===== config.mk =====
export PLATFORM = sky130hd
export DESIGN_NAME = fcr_flash_control_registers
export DESIGN_NICKNAME = d
export VERILOG_FILES = /design/src/rtl/fcr_pkg.sv /design/src/rtl/fcr_key_store.sv /design/src/rtl/fcr_flash_control_registers.sv
export SDC_FILE = /design/constraint.sdc
export NUM_CORES = 1
export LEC_CHECK = 0
export BUFFER_PORTS_ARGS = -buffer_cell sky130_fd_sc_hd__buf_2
export CELL_PAD_IN_SITES_DETAIL_PLACEMENT = 1
export CELL_PAD_IN_SITES_GLOBAL_PLACEMENT = 1
export CORE_MARGIN = 4
export CORE_UTILIZATION = 38
export DETAILED_ROUTE_END_ITERATION = 8
export GPL_ROUTABILITY_DRIVEN = 1
export PLACE_DENSITY_LB_ADDON = 0.1
export RECOVER_POWER = 25
export REMOVE_ABC_BUFFERS = 1
export SYNTH_ARGS = -nofsm -noshare
export SYNTH_HDL_FRONTEND = slang
export SYNTH_SLANG_ARGS = --single-unit

===== constraint.sdc =====
create_clock -name ref_clk -period 2.6 [get_ports ref_clk]
set_clock_uncertainty 0.1 [all_clocks]
set_input_delay 0.13 -clock ref_clk [delete_from_list [all_inputs] [get_ports ref_clk]]
set_output_delay 0.13 -clock ref_clk [all_outputs]
set_load 0.02 [all_outputs]

===== src/rtl/fcr_pkg.sv =====
`default_nettype none
package fcr_pkg;
   // ==========================================================
   // Register map
   // ==========================================================
   localparam logic [15:0] FCR_ADDR_DIVIDER  = 16'h1820;
   localparam logic [15:0] FCR_ADDR_OPTIONS  = 16'h1821;
   localparam logic [15:0] FCR_ADDR_CONFIG   = 16'h1823;
   localparam logic [15:0] FCR_ADDR_PROTECT  = 16'h1824;
   localparam logic [15:0] FCR_ADDR_KEY_BASE = 16'hffb0;
   localparam logic [15:0] FCR_ADDR_FLASH_LO = 16'hf000;
   localparam int          FCR_KEY_BYTES     = 8;

   // ==========================================================
   // Field layout and reset values
   // ==========================================================
   localparam int          FCR_DIV_LOADED_BIT = 7;
   localparam int          FCR_DIV_PRESC_BIT  = 6;
   localparam int          FCR_OPT_BACKDOOR_KEY_ENABLE_BIT  = 7;
   localparam int          FCR_OPT_NORED_BIT  = 6;
   localparam int          FCR_CFG_KEY_WRITE_ACCESS_BIT = 5;
   localparam logic [7:0]  FCR_OPT_IMPL_MASK  = 8'hc3;
   localparam logic [1:0]  FCR_SEC_UNSECURED  = 2'h2;
   localparam logic [6:0]  FCR_DIV_RESET      = 7'h00;
   localparam logic [7:0]  FCR_BYTE_RESET     = 8'h00;

   // ==========================================================
   // Timing
   // ==========================================================
   localparam int FCR_REF_PERIOD_NS = 5;
   localparam int FCR_PULSE_MIN_NS  = 5000;
   localparam int FCR_PULSE_MAX_NS  = 6700;
   localparam int FCR_PULSE_MIN_CYC = (FCR_PULSE_MIN_NS + FCR_REF_PERIOD_NS - 1) /
                                      FCR_REF_PERIOD_NS;
   localparam int FCR_PULSE_MAX_CYC = FCR_PULSE_MAX_NS / FCR_REF_PERIOD_NS;
   localparam logic [2:0] FCR_PRESC_LAST = 3'h7;

   // ==========================================================
   // Carriers
   // ==========================================================
   typedef struct packed {
      logic [15:0] addr;
      logic [7:0]  wdata;
      logic        wr;
      logic        rd;
      logic        fromSecure;
      logic        fromDebug;
   } fcr_bus_req_t;

   typedef struct packed {
      logic        valid;
      logic [15:0] addr;
      logic [7:0]  data;
   } fcr_flash_cmd_t;

   typedef enum logic [1:0] {
      CMP_IDLE,
      CMP_READ,
      CMP_CHECK
   } fcr_cmp_state_t;
endpackage
`default_nettype wire


===== src/rtl/fcr_key_store.sv =====
`default_nettype none
module fcr_key_store #(
   parameter int WIDTH = 8,
   parameter int DEPTH = 8,
   parameter int AW    = 3
) (
   input  wire logic             ref_clk,
   input  wire logic             wrEn,
   input  wire logic [AW-1:0]    wrAddr,
   input  wire logic [WIDTH-1:0] wrData,
   input  wire logic [AW-1:0]    rdAddr,
   output logic      [WIDTH-1:0] rdData
);
   // ==========================================================
   // Storage
   // ==========================================================
   // Contents need no reset: each byte is written before it is compared.
   logic [WIDTH-1:0] mem [DEPTH];

   genvar e;
   generate
      for (e = 0; e < DEPTH; e++) begin : gEntry
         always_ff @(posedge ref_clk) begin
            if (wrEn && (wrAddr == AW'(e))) begin
               mem[e] <= wrData;
            end
         end
      end
   endgenerate

   always_ff @(posedge ref_clk) begin
      rdData <= mem[rdAddr];
   end
endmodule
`default_nettype wire


===== src/rtl/fcr_flash_control_registers.sv =====
`default_nettype none
module fcr_flash_control_registers #(
   parameter int CNT_W = 8
) (
   input  wire logic                    ref_clk,
   input  wire logic                    reset,
   input  wire fcr_pkg::fcr_bus_req_t   busReq,
   output logic      [7:0]              busRdata,
   input  wire logic [7:0]              nvOptionsByte,
   input  wire logic [7:0]              nvProtectionByte,
   input  wire logic [63:0]             storedBackdoorKey,
   input  wire logic                    blankCheckPass,
   input  wire logic                    accessErrorClear,
   input  wire logic                    memAccessReq,
   input  wire logic                    memAccessFromSecure,
   input  wire logic                    memAccessFromDebug,
   input  wire logic                    pulseStart,
   input  wire logic [CNT_W-1:0]        pulseCount,
   output logic                         memAccessBlocked,
   output logic                         eraseProgramEnable,
   output logic                         flashClockTick,
   output logic                         timingInRange,
   output logic                         pulseActive,
   output fcr_pkg::fcr_flash_cmd_t      flashCmd,
   output logic                         accessErrorFlag,
   output logic                         secureState,
   output logic                         backdoorKeyEnable,
   output logic                         vectorRedirectDisable,
   output logic      [7:0]              workingProtection,
   output logic                         keyMatchDone
);
   // ==========================================================
   // Working registers
   // ==========================================================
   logic                   dividerLoaded_r;
   logic [6:0]             divider_r;
   logic [7:0]             options_r;
   logic                   keyWriteAccess_r;
   logic [7:0]             protection_r;
   logic                   accessError_r;

   logic                   wrDivider;
   logic                   wrConfig;
   logic                   inKeyRange;
   logic                   inFlash;
   logic                   keyWrite;
   logic                   cmdWrite;
   logic                   cmdAllowed;
   logic                   unlockTrigger;
   logic                   secure;

   logic [15:0]            keyOffset;

   assign wrDivider  = busReq.wr && (busReq.addr == fcr_pkg::FCR_ADDR_DIVIDER);
   assign wrConfig   = busReq.wr && (busReq.addr == fcr_pkg::FCR_ADDR_CONFIG);
   assign keyOffset  = busReq.addr - fcr_pkg::FCR_ADDR_KEY_BASE;
   assign inKeyRange = (busReq.addr >= fcr_pkg::FCR_ADDR_KEY_BASE) &&
                       (keyOffset < 16'(fcr_pkg::FCR_KEY_BYTES));
   assign inFlash    = busReq.addr >= fcr_pkg::FCR_ADDR_FLASH_LO;

   assign secure = options_r[1:0] != fcr_pkg::FCR_SEC_UNSECURED;

   // Debug writes are dropped here, so a debugger cannot probe the key.
   assign keyWrite = busReq.wr && inKeyRange && keyWriteAccess_r &&
                     busReq.fromSecure && !busReq.fromDebug;

   // Key locations only start a command while key access is off.
   assign cmdWrite = busReq.wr && inFlash && !(inKeyRange && keyWriteAccess_r);

   // Secure flash refuses writes from unsecured sources.
   assign cmdAllowed = !secure || (busReq.fromSecure && !busReq.fromDebug);

   assign unlockTrigger = wrConfig && keyWriteAccess_r &&
                          !busReq.wdata[fcr_pkg::FCR_CFG_KEY_WRITE_ACCESS_BIT];

   // ==========================================================
   // Clock divider register
   // ==========================================================
   always_ff @(posedge ref_clk) begin
      if (reset) begin
         dividerLoaded_r <= 1'b0;
         divider_r       <= fcr_pkg::FCR_DIV_RESET;
      end else if (wrDivider && !dividerLoaded_r) begin
         dividerLoaded_r <= 1'b1;
         divider_r       <= busReq.wdata[6:0];
      end
   end

   assign eraseProgramEnable = dividerLoaded_r;

   // ==========================================================
   // Configuration register
   // ==========================================================
   always_ff @(posedge ref_clk) begin
      if (reset) begin
         keyWriteAccess_r <= 1'b0;
      end else if (wrConfig) begin
         keyWriteAccess_r <= busReq.wdata[fcr_pkg::FCR_CFG_KEY_WRITE_ACCESS_BIT];
      end
   end

   // ==========================================================
   // Key sequence tracking
   // ==========================================================
   // Each byte must land at the next expected slot; any gap spoils the try.
   logic [3:0]             keyCount_r;
   logic                   keySeqOk_r;
   logic                   keyInOrder;

   assign keyInOrder = keyOffset[3:0] == keyCount_r;

   always_ff @(posedge ref_clk) begin
      if (reset) begin
         keyCount_r <= 4'h0;
         keySeqOk_r <= 1'b1;
      end else if (wrConfig) begin
         keyCount_r <= 4'h0;
         keySeqOk_r <= 1'b1;
      end else if (keyWrite) begin
         if (keyInOrder && (keyCount_r < 4'(fcr_pkg::FCR_KEY_BYTES))) begin
            keyCount_r <= keyCount_r + 4'h1;
         end else begin
            keySeqOk_r <= 1'b0;
         end
      end
   end

   // ==========================================================
   // Key comparison
   // ==========================================================
   fcr_pkg::fcr_cmp_state_t cmpState_r;
   logic [2:0]             cmpIdx_r;
   logic                   cmpOk_r;
   logic [7:0]             enteredByte;
   logic [7:0]             storedByte;
   logic                   keyMatch;
   logic                   cmpStart;

   fcr_key_store #(
      .WIDTH (8),
      .DEPTH (fcr_pkg::FCR_KEY_BYTES),
      .AW    (3)
   ) uKeyStore (
      .ref_clk (ref_clk),
      .wrEn    (keyWrite && keyInOrder),
      .wrAddr  (keyOffset[2:0]),
      .wrData  (busReq.wdata),
      .rdAddr  (cmpIdx_r),
      .rdData  (enteredByte)
   );

   assign storedByte = storedBackdoorKey[{cmpIdx_r, 3'h0} +: 8];

   // A disabled backdoor never even starts the walk.
   assign cmpStart = unlockTrigger && options_r[fcr_pkg::FCR_OPT_BACKDOOR_KEY_ENABLE_BIT] &&
                     keySeqOk_r && (keyCount_r == 4'(fcr_pkg::FCR_KEY_BYTES));

   always_ff @(posedge ref_clk) begin
      if (reset) begin
         cmpState_r <= fcr_pkg::CMP_IDLE;
         cmpIdx_r   <= 3'h0;
         cmpOk_r    <= 1'b1;
      end else begin
         case (cmpState_r)
            fcr_pkg::CMP_IDLE: begin
               cmpIdx_r <= 3'h0;
               cmpOk_r  <= 1'b1;
               if (cmpStart) begin
                  cmpState_r <= fcr_pkg::CMP_READ;
               end
            end
            fcr_pkg::CMP_READ: begin
               cmpState_r <= fcr_pkg::CMP_CHECK;
            end
            fcr_pkg::CMP_CHECK: begin
               cmpOk_r <= cmpOk_r && (enteredByte == storedByte);
               if (cmpIdx_r == 3'h7) begin
                  cmpState_r <= fcr_pkg::CMP_IDLE;
               end else begin
                  cmpIdx_r   <= cmpIdx_r + 3'h1;
                  cmpState_r <= fcr_pkg::CMP_READ;
               end
            end
            default: begin
               cmpState_r <= fcr_pkg::CMP_IDLE;
            end
         endcase
      end
   end

   assign keyMatch = (cmpState_r == fcr_pkg::CMP_CHECK) && (cmpIdx_r == 3'h7) &&
                     cmpOk_r && (enteredByte == storedByte);

   always_ff @(posedge ref_clk) begin
      if (reset) begin
         keyMatchDone <= 1'b0;
      end else begin
         keyMatchDone <= (cmpState_r == fcr_pkg::CMP_CHECK) && (cmpIdx_r == 3'h7);
      end
   end

   // ==========================================================
   // Options and protection
   // ==========================================================
   // Bus writes never reach these; a reset reloads them, and only a key match or blank check changes options_r[1:0].
   always_ff @(posedge ref_clk) begin
      if (reset) begin
         options_r <= nvOptionsByte & fcr_pkg::FCR_OPT_IMPL_MASK;
      end else if (keyMatch || blankCheckPass) begin
         options_r[1:0] <= fcr_pkg::FCR_SEC_UNSECURED;
      end
   end

   always_ff @(posedge ref_clk) begin
      if (reset) begin
         protection_r <= nvProtectionByte;
      end
   end

   assign backdoorKeyEnable     = options_r[fcr_pkg::FCR_OPT_BACKDOOR_KEY_ENABLE_BIT];
   assign vectorRedirectDisable = options_r[fcr_pkg::FCR_OPT_NORED_BIT];
   assign secureState           = secure;
   assign workingProtection     = protection_r;

   assign memAccessBlocked = memAccessReq && secure &&
                             (memAccessFromDebug || !memAccessFromSecure);

   // ==========================================================
   // Flash command launch and access error
   // ==========================================================
   always_ff @(posedge ref_clk) begin
      if (reset) begin
         flashCmd <= '0;
      end else begin
         flashCmd.valid <= cmdWrite && cmdAllowed && dividerLoaded_r;
         flashCmd.addr  <= busReq.addr;
         flashCmd.data  <= busReq.wdata;
      end
   end

   // A new error in the clearing cycle survives the clear.
   always_ff @(posedge ref_clk) begin
      if (reset) begin
         accessError_r <= 1'b0;
      end else if (cmdWrite && cmdAllowed && !dividerLoaded_r) begin
         accessError_r <= 1'b1;
      end else if (accessErrorClear) begin
         accessError_r <= 1'b0;
      end
   end

   assign accessErrorFlag = accessError_r;

   // ==========================================================
   // Internal flash clock
   // ==========================================================
   logic [2:0]             prescCnt_r;
   logic [5:0]             divCnt_r;
   logic                   prescTick;
   logic [11:0]            periodCycles;

   assign prescTick = !divider_r[fcr_pkg::FCR_DIV_PRESC_BIT] ||
                      (prescCnt_r == fcr_pkg::FCR_PRESC_LAST);

   // The divider idles until it is loaded, so no tick runs at a stale rate.
   always_ff @(posedge ref_clk) begin
      if (reset || !dividerLoaded_r) begin
         prescCnt_r <= 3'h0;
         divCnt_r   <= 6'h00;
      end else begin
         prescCnt_r <= prescCnt_r + 3'h1;
         if (prescTick) begin
            if (divCnt_r == divider_r[5:0]) begin
               divCnt_r <= 6'h00;
            end else begin
               divCnt_r <= divCnt_r + 6'h01;
            end
         end
      end
   end

   always_ff @(posedge ref_clk) begin
      if (reset) begin
         flashClockTick <= 1'b0;
      end else begin
         flashClockTick <= dividerLoaded_r && prescTick &&
                           (divCnt_r == divider_r[5:0]);
      end
   end

   // Only a status aid; the choice of divider stays with software.
   assign periodCycles = (divider_r[fcr_pkg::FCR_DIV_PRESC_BIT] ? 12'h008 : 12'h001) *
                         ({6'h00, divider_r[5:0]} + 12'h001);
   assign timingInRange = dividerLoaded_r &&
                          (periodCycles >= 12'(fcr_pkg::FCR_PULSE_MIN_CYC)) &&
                          (periodCycles <= 12'(fcr_pkg::FCR_PULSE_MAX_CYC));

   // ==========================================================
   // Program and erase timing pulse
   // ==========================================================
   logic                   pulseArmed_r;
   logic [CNT_W-1:0]       pulseLeft_r;

   // The pulse starts and ends on ticks, so it spans whole periods.
   always_ff @(posedge ref_clk) begin
      if (reset) begin
         pulseArmed_r <= 1'b0;
         pulseActive  <= 1'b0;
         pulseLeft_r  <= '0;
      end else if (pulseStart && !pulseArmed_r && !pulseActive && dividerLoaded_r) begin
         pulseArmed_r <= pulseCount != '0;
         pulseLeft_r  <= pulseCount;
      end else if (flashClockTick) begin
         if (pulseArmed_r) begin
            pulseArmed_r <= 1'b0;
            pulseActive  <= 1'b1;
         end else if (pulseActive) begin
            pulseLeft_r <= pulseLeft_r - CNT_W'(1);
            if (pulseLeft_r == CNT_W'(1)) begin
               pulseActive <= 1'b0;
            end
         end
      end
   end

   // ==========================================================
   // Register read
   // ==========================================================
   always_ff @(posedge ref_clk) begin
      if (reset) begin
         busRdata <= fcr_pkg::FCR_BYTE_RESET;
      end else if (busReq.rd) begin
         case (busReq.addr)
            fcr_pkg::FCR_ADDR_DIVIDER: begin
               busRdata <= {dividerLoaded_r, divider_r};
            end
            fcr_pkg::FCR_ADDR_OPTIONS: begin
               busRdata <= options_r;
            end
            fcr_pkg::FCR_ADDR_CONFIG: begin
               busRdata <= {2'h0, keyWriteAccess_r, 5'h00};
            end
            fcr_pkg::FCR_ADDR_PROTECT: begin
               busRdata <= protection_r;
            end
            default: begin
               busRdata <= fcr_pkg::FCR_BYTE_RESET;
            end
         endcase
      end
   end
endmodule
`default_nettype wire


==> summary.md, run 1 <==
| Metric | Value |
|---|---|
| WL final | ~21 mm |
| Worst Path Arrival | 2860 ps |
| Share of post-route cells with drive strength above 1 | 0.350 |
| Die area | 21400 sq um |
| Layout Nets | between 900 and 1000 |
| Hold WC Path Type | in -> reg |
| Placed cell count | approximately 1000 |
| All-Layer GR Usage | 0.195 |
| Final Wtd Congestion | 0.831 |
| CTS Root Cell | clkbuf_16 |
| Buffers on Ports | 170 |
| Via/cell ratio | 5.24 |
| Final worst slack | -493 ps |
| Layout area overhead | 35.9% |
| Top FF cell, synth | dfxtp_1 |
| Die outline height | 146 um |
| Vias in the first global route | roughly 6300 |
| Syn Area/Cell | 12.1 sq um |
| RSZ-0062 raised after global routing | true |
| Power Dens Cells | 578 nW/um^2 |
| FILL cells | 1994 |
| Final hold violation count | 0 |
| Overflow after GRT | 0 |
| Die X | 146 um |
| First-pass GRT wire length | 33.4 mm |
| CTS max path bufs | 2 |
| Crit-path cells | buf_4, buf_4, nand3_2, xnor2_2, and2_4, ha_4, ha_4, a21o_1, nand2_1, a211o_1, o311ai_1, a221oi_1, buf_2 |
| Crit-path max FO | 5 |
| Rows | 50 |
| DRT iter0 DRCs | 293 |
| Max_slew headroom | -0.321 |
| Largest cells by area after synthesis | edfxtp_1 (31%), dfxtp_1 (23%), mux4_2 (7.7%) |
| Cell variety after synth | between 50 and 60 |
| Clk sinks | around 160 |
| Startpoint Class | register |
| Endpoints failing setup | 1 |
| Hold Startpoint | pulseCount[1] |
| FF+latch count, synth | 159 |
| Clk Latency, worst-skew pair | 410 ps |
| Mapped cell area | 7270 sq um |
| Worst-path clk slew | 60 ps |
| Io pins | ~180 |
| Req. time, crit path | 2370 ps |
| Fin cells | 1097 |
| Pre-CTS setup slack | -363 ps |
| Synth top area share | 0.314 |
| Cells after synthesis | 600 |
| Via count | 5749 |
| LEAKAGE | 3.90 nW |
| Slew Viols, Final | 40 |
| Worst setup startpoint | divider_r[1] |
| Tightest Pin Transition | 1980 ps |
| Peak supply drop | about 0.00047 V |
| Sequential fraction of the synthesis area | 0.542 |
| Multi-input logic area | between 3000 and 4000 sq um |
| Ys Warns | 0 |
| Synth area leader | edfxtp_1 |
| Initial Util | 0.388 |
| EDFF count, synth | 76 |
| Maximum Capacitance Violations | 1 |
| Top-count cell post-synth | dfxtp_1 |
| Placed cell area | around 8600 sq um |
| Area of the core | 18800 sq um |
| WS Path Type | reg -> out |
| Min Tclk post-route | 3090 ps |
| CTS tree | yes |
| H-tree levels | 4 |
| Largest net degree at the start of global routing | 40 |
| Post-route cell area | approximately 9900 sq um |
| Hold WS | ~38 ps |
| Commonest cells post-synth | dfxtp_1 (83), edfxtp_1 (76), nor2_1 (44) |
| Final Util | 0.527 |
| Pre-antenna DRT Iters | 4 |
| Post-route ant nets | 0 |
| Antenna violations before repair | 1 |
| Tcrit/Tclk final | 1.19 |
| Fraction of registers with async set/reset | 0 |
| Worst setup EP type | primary output |
| Number of CTS-inserted buffers | 17 |
| N_diodes | 0 |
| Sequential cell area | a little under 4000 sq um |
| DR WL/cell | ~19 um |
| R2R Path Start | cmpIdx_r[2] |
| CP max stage delay | 360 ps |
| Failing checks | max-capacitance violations, max-slew violations, negative setup slack |
| Hpwl dp | 14.8 mm |
| Status | finished, violations left |
| Slowest-stage cell, CP | dfxtp_2 |
| DRC | 0 |
| Fmax achieved | 323 MHz |
## placed cells by master, fill, tap and decap left out, types with 9 or more instances in the layout
| master | netlist | layout |
|---|---|---|
| edfxtp_1 | 76 | 76 |
| nor2_1 | 44 | 42 |
| a21oi_1 | 24 | 24 |
| mux2i_1 | 27 | 26 |
| nor3_1 | 13 | 13 |
| clkbuf_1 | 19 | 11 |
| buf_2 | 10 | 161 |
| inv_1 | 24 | 23 |
| nand4_1 | 9 | 9 |
| nand2b_1 | 17 | 17 |
| mux4_2 | 25 | 25 |
| nand3b_1 | 9 | 9 |
| xor2_1 | 18 | 18 |
| buf_4 | 0 | 45 |
| clkbuf_16 | 0 | 17 |
| ha_1 | 16 | 11 |
| and4_1 | 11 | 11 |
| o21ai_0 | 12 | 10 |
| nand2_1 | 21 | 21 |
| xnor2_1 | 12 | 10 |
| dfxtp_1 | 83 | 77 |
| dlygate4sd3_1 | 0 | 45 |
| nor2b_1 | 27 | 27 |
| nor4_1 | 10 | 9 |
## repair_timing
| item | CTS | global route |
|---|---|---|
| buffers inserted | 6 | 2 |
| hold endpoints to repair | 106 | 0 |
| resized for setup | 28 | 11 |
| pin swaps | 16 | 7 |
| setup endpoints to repair | 1 | 11 |
| hold buffers | 45 | 0 |
## logic make-up (layout without fill, tap and decap cells)
logic type                 Yosys count  after routing  share of synthesized area
AOI/OAI and AO/OA                   77             77                     0.0688
xor gates and xnor gates            30             30                     0.0361
adders and majority gates           17             17                     0.0303
buffers and inverters               57            319                     0.0342
DFF                                159            159                      0.542
muxes                               62             62                      0.134
other                                1              2                   0.000516
and+or+nand+nor                    197            197                      0.154
## flip-flops by register name (all words and copies together), names as in the netlist, 4 cells and up
signal / cells
busRdata: 8
divCnt_r: 6
divider_r: 7
flashCmd: 25
keyCount_r: 4
options_r: 4
pulseLeft_r: 8
uKeyStore.mem: 64
uKeyStore.rdData: 8
workingProtection: 8
## area by class of cell
| class | instances | area share |
|---|---|---|
| sequential | 159 | 0.401 |
| multi-input combinational | 385 | 0.327 |
| timing repair buffer | 263 | 0.170 |
| clock buffer | 20 | 0.0452 |
| tap | 234 | 0.0296 |
| clock inverter | 12 | 0.0186 |
| inverter | 24 | 0.00912 |
## final timing paths
path                        end  slack, ps  cells after the start
setup reg to reg   options_r[1]        200                      6
hold reg to reg   prescCnt_r[0]        330                      1
setup / recovery  timingInRange       -490                     13
hold / removal     pulseArmed_r         40                      5
## metal layers
metal / GRT usage / wire length [um] / vias up
li1: - / - / 2717
met1: 0.227 / 8360 / 2853
met2: 0.356 / 10900 / 151
met3: 0.0512 / 1080 / 26
met4: 0.0513 / 338 / 2
met5: 0 / 13 / -
## critical path, delay by kind of cell (launching register included)
| family | cells | cell delay, ps |
|---|---|---|
| AOI/OAI and AO/OA | 4 | 630 |
| xor gates and xnor gates | 1 | 160 |
| adders and majority gates | 2 | 490 |
| buffers and inverters | 3 | 450 |
| DFF | 1 | 360 |
| and+or+nand+nor | 3 | 370 |
## power breakdown
part           total, mW  internal (mW)  switching (mW)
Sequential          2.67           2.65          0.0144
Clock               2.67           1.65            1.02
Combinational      0.377          0.178           0.199
## per-stage QoR
step                setup TNS, ps  power, mW
floorplan                   -1380       2.84
global route                 -672       5.90
finish                       -493       5.71
CTS                          -507       5.76
detailed placement           -363       3.05
global placement             -170       3.04
No activity file was read; power rests on OpenSTA's default activity.
==> run 2: changes to the inputs <==
--- a/config.mk
+++ b/config.mk
@@ -17,4 +17,5 @@
 export REMOVE_ABC_BUFFERS = 1
 export SYNTH_ARGS = -nofsm -noshare
 export SYNTH_HDL_FRONTEND = slang
+export SYNTH_HIERARCHICAL = 1
 export SYNTH_SLANG_ARGS = --single-unit
==> run 2 against run 1 <==
Sequential power barely moved. Critical path type unchanged. Largest cell class unchanged. Highest routed layer is now met4. The run ends with negative setup slack left. Sequential share of layout area rose by 0.12 points. Clock power fell by 11%. Sequential cell count did not move. Non-clock buffer count rose by 8. Total power fell by 5.0%. Die area barely moved. Critical endpoint unchanged. Routed wire length fell by 3.1%. First-iteration DRC count fell by 42%. Critical path depth fell by 1.
==> summary.md, run 2 <==
| Metric | Value |
|---|---|
| Vias in the first global route | 6083 (-3.0%) |
| Top-count cell post-synth | dfxtp_1 |
| Die X | 146 um (about the same) |
| Endpoints failing setup | 1 (unchanged) |
| Initial Util | 0.387 (-0.000400) |
| Clk sinks | 159 (unchanged) |
| Tcrit/Tclk final | 1.21 (+0.0160) |
| All-Layer GR Usage | 0.188 (-0.00727) |
| Via count | 5572 (-3.1%) |
| Hold depth | 4 (-1) |
| Tightest Pin Transition | 1230 ps (-753 ps) |
| WS Path Type | reg -> out |
| Hpwl dp | 14.4 mm (-3.0%) |
| Io pins | 175 (unchanged) |
| Cells after synthesis | 580 (-3.3%) |
| CTS tree | yes |
| Fin cells | 1089 (-0.73%) |
| Sw frac | 0.230 (+0.0135) |
| Peak supply drop | 0.000464 V (-2.0%) |
| Share of post-route cells with drive strength above 1 | 0.349 (-0.00140) |
| Via/cell ratio | 5.12 (-2.4%) |
| Req. time, crit path | 2370 ps (about the same) |
| Crit-path max FO | 4 (-1) |
| Hold WC Path Type | in -> reg |
| Power Total | 5.43 mW (-5.0%) |
| Rows | 50 (unchanged) |
| Sequential fraction of the synthesis area | 0.543 (+0.000560) |
| Pre-CTS setup slack | -327 ps (+36.3 ps) |
| Final worst slack | -535 ps (-41.6 ps) |
| RSZ-0062 raised after global routing | true |
| N_diodes | 0 (unchanged) |
| Commonest cells post-synth | dfxtp_1 (83), edfxtp_1 (76), nor2_1 (54) |
| Ys Warns | 6 (+6) |
| WL final | 20.0 mm (-3.1%) |
| Largest cells by area after synthesis | edfxtp_1 (31%), dfxtp_1 (23%), mux4_1 (5.4%) |
| Largest register by flop count | uKeyStore/mem |
| DRC | 0 (unchanged) |
| Clk Latency, worst-skew pair | 420 ps (about the same) |
| Failing checks | negative setup slack |
| CTS max path bufs | 2 (unchanged) |
| R2R cell count | 7 (+1) |
| Final hold violation count | 0 (unchanged) |
| Most frequent cells in the layout | buf_2 (160), dfxtp_1 (79), edfxtp_1 (76) |
| Startpoint Class | register |
| Pre-antenna DRT Iters | 4 (unchanged) |
| Worst Path Arrival | 2900 ps (+40 ps) |
| Max_slew headroom | 0.181 (+0.502) |
| LEAKAGE | 3.89 nW (-0.26%) |
| FILL cells | 2022 (+1.4%) |
| Top FF cell, synth | dfxtp_1 |
| FF+latch count, synth | 159 (unchanged) |
| Logic pwr share | 0.070 (+0.004) |
| DR WL/cell | 18.4 um (-2.4%) |
| Worst setup EP type | primary output |
| Worst-path clk slew | 70 ps (about the same) |
| Min Tclk post-route | 3130 ps (+41.6 ps) |
| Number of CTS-inserted buffers | 17 (unchanged) |
| Buffers on Ports | 170 (unchanged) |
| Antenna violations before repair | 0 (-1) |
| Max reg flops | 64 (unchanged) |
| Setup TNS | -535 ps (-41.6 ps) |
| H-tree levels | 4 (unchanged) |
| Final Wtd Congestion | 0.794 (-4.5%) |
| Cell variety after synth | 58 (-1.7%) |
| Seq pwr share | 0.492 (+0.025) |
| EDFF count, synth | 76 (unchanged) |
| Maximum Capacitance Violations | 0 (-1) |
| Overflow after GRT | 0 (unchanged) |
| First-pass GRT wire length | 32.0 mm (-4.1%) |
| Sw power | 1.25 mW (+0.92%) |
| Post-route ant nets | 0 (unchanged) |
| Slew Viols, Final | 0 (-100%) |
| Fraction of registers with async set/reset | 0 (unchanged) |
| CTS Root Cell | clkbuf_16 |
| Largest net degree at the start of global routing | 56 (+40%) |
| Layout area overhead | 35.2% |
| Area of the core | 18800 sq um (unchanged) |
| Layout Nets | 983 (-0.81%) |
| Status | finished, violations left |
| Die outline height | 146 um (about the same) |
| Clock power share | 0.437 (-0.030) |
| Syn Area/Cell | 12.5 sq um (+3.3%) |
| DRT iter0 DRCs | 170 (-42%) |
| Synth top area share | 0.314 (+0.000324) |
| Final Util | 0.523 (-0.00327) |
| Top flop regs | uKeyStore/mem x64, flashCmd x25 |
| Placed cell count | 998 (-1.4%) |
| Design internal power | 4.18 mW (-6.6%) |
| Fmax achieved | 319 MHz (-1.3%) |
| Most common cell after layout, fill and taps aside | buf_2 |
| Synth area leader | edfxtp_1 |
| Power Dens Cells | 552 nW/um^2 (-4.4%) |
| Die area | 21400 sq um (about the same) |
| Mapped cell area | 7270 sq um (-0.10%) |
## run 2: power by group through the flow
stage | clock network, mW | registers, mW | logic [mW]
after floorplan | 0 | 2.76 | 0.0813
after global placement | 0 | 2.72 | 0.317
after detailed placement | 0 | 2.72 | 0.327
after CTS | 2.45 | 2.67 | 0.384
after global routing | 2.56 | 2.67 | 0.416
final | 2.37 | 2.67 | 0.382
## run 2: worst paths after layout
path,start,to,slack (ps)
worst min register to register,prescCnt_r[0],prescCnt_r[0],340
worst max-delay path,divider_r[1],timingInRange,-530
worst max register to register,cmpIdx_r[1],options_r[1],160
worst min-delay path,blankCheckPass,options_r[0],20
## run 2: area by class of cell
type / count / area, sq um / area share
sequential: 159 / 3950 / 0.402
inverter: 12 / 45.0 / 0.00459
clock buffer: 18 / 429 / 0.0437
clock inverter: 14 / 135 / 0.0138
multi-input combinational: 381 / 3220 / 0.328
tap: 234 / 293 / 0.0298
timing repair buffer: 271 / 1750 / 0.178
## run 2: repair_timing
item,CTS,global route
gates cloned,0,0
pin swaps,11,8
resized for setup,18,13
endpoints found under the setup margin,1,22
hold endpoints to repair,114,0
hold buffers,46,0
buffers inserted,2,11
## run 2: cell families (layout without fill, tap and decap cells)
| logic type | after synthesis | count (layout) | synth area share |
|---|---|---|---|
| other | 1 | 2 | 0.000516 |
| buffers and inverters | 41 | 315 | 0.0293 |
| and+or+nand+nor | 196 | 196 | 0.148 |
| adders and majority gates | 17 | 17 | 0.0303 |
| xor gates and xnor gates | 26 | 26 | 0.0313 |
| muxes | 72 | 72 | 0.159 |
| AOI/OAI and AO/OA | 68 | 68 | 0.0591 |
| DFF | 159 | 159 | 0.543 |
## run 2: worst max-delay path, cell delays in order, from the launching register on
cell and delay, ps:
dfxtp_2 350, ha_2 200, nand3_2 130, or2_4 280
nor2_1 100, ha_1 270, ha_4 270, xor2_1 150
nand2_1 80, nor2_2 150, a2bb2oi_2 70, a221oi_2 260
buf_4 180
## run 2: per-layer routing
metal  vias up  global-route usage  part of all wire
met3        24              0.0459             0.043
met5         -                   0                 0
met4         0              0.0564             0.015
met1      2744               0.219              0.41
li1       2681                   -                 -
met2       123               0.342              0.53
## run 2: stage by stage
step	instance area, sq um	hold WS [ps]
floorplan	7100	99.1
global placement	8590	208
detailed placement	8590	209
CTS	9700	10.6
global route	9820	21.2
finish	9820	23.1
==> run 3: changes to the inputs <==
--- a/config.mk
+++ b/config.mk
@@ -9,10 +9,11 @@
 export CELL_PAD_IN_SITES_DETAIL_PLACEMENT = 1
 export CELL_PAD_IN_SITES_GLOBAL_PLACEMENT = 1
 export CORE_MARGIN = 4
-export CORE_UTILIZATION = 38
+export CORE_UTILIZATION = 40
+export CTS_BUF_LIST = sky130_fd_sc_hd__clkbuf_8
 export DETAILED_ROUTE_END_ITERATION = 8
 export GPL_ROUTABILITY_DRIVEN = 1
-export PLACE_DENSITY_LB_ADDON = 0.1
+export PLACE_DENSITY_LB_ADDON = 0.08
 export RECOVER_POWER = 25
 export REMOVE_ABC_BUFFERS = 1
 export SYNTH_ARGS = -nofsm -noshare
==> run 3 against run 2 <==
Sequential share of layout area rose by 1.1 points. Critical path depth did not move. Non-clock buffer count down 7. The run still ends with negative setup slack left. Combinational power about the same. Total power down 14%. Sequential cell count unchanged. First-iteration DRC count grew 45%. Largest power group unchanged. Core utilization is 1.0 points higher. Cell area down 2.8%. Die area decreased by 4.7%. Fmax down 1.6%. Setup slack got worse by 51 ps.
==> summary.md, run 3 (same netlist as run 2, synthesis figures left out) <==
| Metric | Value |
|---|---|
| Io pins | 175 (unchanged) |
| Failing checks | negative setup slack |
| Max reg flops | 64 (unchanged) |
| CTS tree | yes |
| Max_slew headroom | 0.572 (+0.391) |
| RSZ-0062 raised after global routing | true |
| First-pass GRT wire length | 30.2 mm (-5.6%) |
| Layout area overhead | 31.4% |
| Maximum Capacitance Violations | 0 (unchanged) |
| Min Tclk post-route | 3190 ps (+51.3 ps) |
| Buffers on Ports | 170 (unchanged) |
| Slew Viols, Final | 0 (unchanged) |
| H-tree levels | 4 (unchanged) |
| Most frequent cells in the layout | buf_2 (161), dfxtp_1 (80), edfxtp_1 (76) |
| Tightest Pin Transition | 637 ps (-591 ps) |
| Design internal power | 3.60 mW (-14%) |
| Crit-path max FO | 4 (unchanged) |
| Logic pwr share | 0.082 (+0.012) |
| Final worst slack | -586 ps (-51.3 ps) |
| Clk sinks | 159 (unchanged) |
| Worst Path Arrival | 2960 ps (+60 ps) |
| Power Dens Cells | 491 nW/um^2 (-11%) |
| Req. time, crit path | 2370 ps (about the same) |
| Worst-path clk slew | 80 ps (about the same) |
| Largest net degree at the start of global routing | 44 (-21%) |
| Startpoint Class | register |
| Die X | 143 um (-2.4%) |
| Crit-path cells | ha_2, nand3_2, or2_2, nor2_2, ha_1, ha_4, xor2_1, nand2_1, nor2_2, a2bb2oi_1, a221oi_2, buf_4 |
| WS Path Type | reg -> out |
| Share of post-route cells with drive strength above 1 | 0.336 (-0.0125) |
| CP max stage delay | 350 ps (about the same) |
| Rows | 49 (-2.0%) |
| N_diodes | 0 (unchanged) |
| Die area | 20400 sq um (-4.7%) |
| DRC | 0 (unchanged) |
| Sw frac | 0.231 (+0.00141) |
| Most frequent CP cell | nor2_2 |
| Peak supply drop | 0.000298 V (-36%) |
| Overflow after GRT | 0 (unchanged) |
| Most common cell after layout, fill and taps aside | buf_2 |
| Final hold violation count | 0 (unchanged) |
| Layout Nets | 976 (-0.71%) |
| Endpoints failing setup | 1 (unchanged) |
| DR WL/cell | 18.0 um (-2.1%) |
| Final Util | 0.533 (+0.0101) |
| Seq pwr share | 0.569 (+0.077) |
| Power Total | 4.69 mW (-14%) |
| WL final | 19.4 mm (-3.2%) |
| Largest register by flop count | uKeyStore/mem |
| Fmax achieved | 314 MHz (-1.6%) |
| Worst setup EP type | primary output |
| Number of CTS-inserted buffers | 17 (unchanged) |
| Top flop regs | uKeyStore/mem x64, flashCmd x25 |
| Via/cell ratio | 5.15 (+0.73%) |
| Hold WC Path Type | in -> reg |
| Pre-antenna DRT Iters | 4 (unchanged) |
| Antenna violations before repair | 0 (unchanged) |
| Initial Util | 0.406 (+0.0187) |
| Hpwl dp | 13.9 mm (-3.5%) |
| DRT iter0 DRCs | 246 (+45%) |
| Sw power | 1.08 mW (-13%) |
| LEAKAGE | 3.77 nW (-3.1%) |
| Final Wtd Congestion | 0.824 (+3.8%) |
| Area of the core | 17900 sq um (-4.6%) |
| Tcrit/Tclk final | 1.23 (+0.0197) |
| Clock power share | 0.349 (-0.088) |
| Die outline height | 143 um (-2.4%) |
| Status | finished, violations left |
| Clk Latency, worst-skew pair | 450 ps (+30 ps) |
| Slowest-stage cell, CP | dfxtp_2 |
| All-Layer GR Usage | 0.190 (+0.00264) |
| Via count | 5551 (-0.38%) |
| CTS Root Cell | clkbuf_8 |
| Vias in the first global route | 5980 (-1.7%) |
| R2R Setup Slk | 170 ps (about the same) |
| CTS max path bufs | 2 (unchanged) |
| Post-route ant nets | 0 (unchanged) |
## run 3: layer usage
layer	GRT usage	up-vias	part of all wire
met5	0	-	0
met4	0.0560	0	0.011
met3	0.0382	19	0.038
met2	0.344	118	0.53
met1	0.230	2758	0.42
li1	-	2656	-
## run 3: worst max-delay path: cells and delay by family (launching register included)
| family | cells | cell delay [ps] |
|---|---|---|
| compound gates | 2 | 360 |
| xor+xnor | 1 | 160 |
| fa+ha+maj | 3 | 720 |
| buf+inv | 1 | 180 |
| flops | 1 | 350 |
| simple gates | 5 | 770 |
## run 3: final timing paths
check | from | end | cells after the start
worst max register to register | cmpIdx_r[1] | options_r[0] | 7
worst min register to register | prescCnt_r[0] | prescCnt_r[0] | 1
worst min-delay path | busReq[3] | keySeqOk_r | 5
worst max-delay path | divider_r[0] | timingInRange | 12
## run 3: area by class of cell
class	count	area, sq um
clock inverter	14	103
sequential	159	3950
fill	1923	8350
tap	229	287
inverter	12	45.0
clock buffer	18	248
timing repair buffer	264	1710
multi-input combinational	381	3210
## run 3: power groups by stage
stage / sequential (mW) / combinational [mW] / clock, mW
global route: 2.67 / 0.417 / 1.82
detailed placement: 2.72 / 0.324 / 0
global placement: 2.72 / 0.314 / 0
floorplan: 2.76 / 0.0813 / 0
finish: 2.67 / 0.383 / 1.64
CTS: 2.67 / 0.384 / 1.70
## run 3: through the flow
step	cell area [sq um]	cells	setup TNS (ps)	setup WS (ps)	hold WS [ps]
after global routing	9550	1077	-1110	-746	93.6
after floorplan	7100	552	-998	-379	99.1
after detailed placement	8580	993	-266	-266	208
final	9550	1077	-586	-586	80.7
after CTS	9520	1076	-614	-614	46.3
after global placement	8580	993	-159	-159	207
## run 3: timing repair
item,CTS,global route
hold endpoints to repair,128,0
cloned,0,0
hold buffers,49,0
endpoints found under the setup margin,1,19
pin swaps,9,8
resized for setup,20,8
setup buffers,2,1
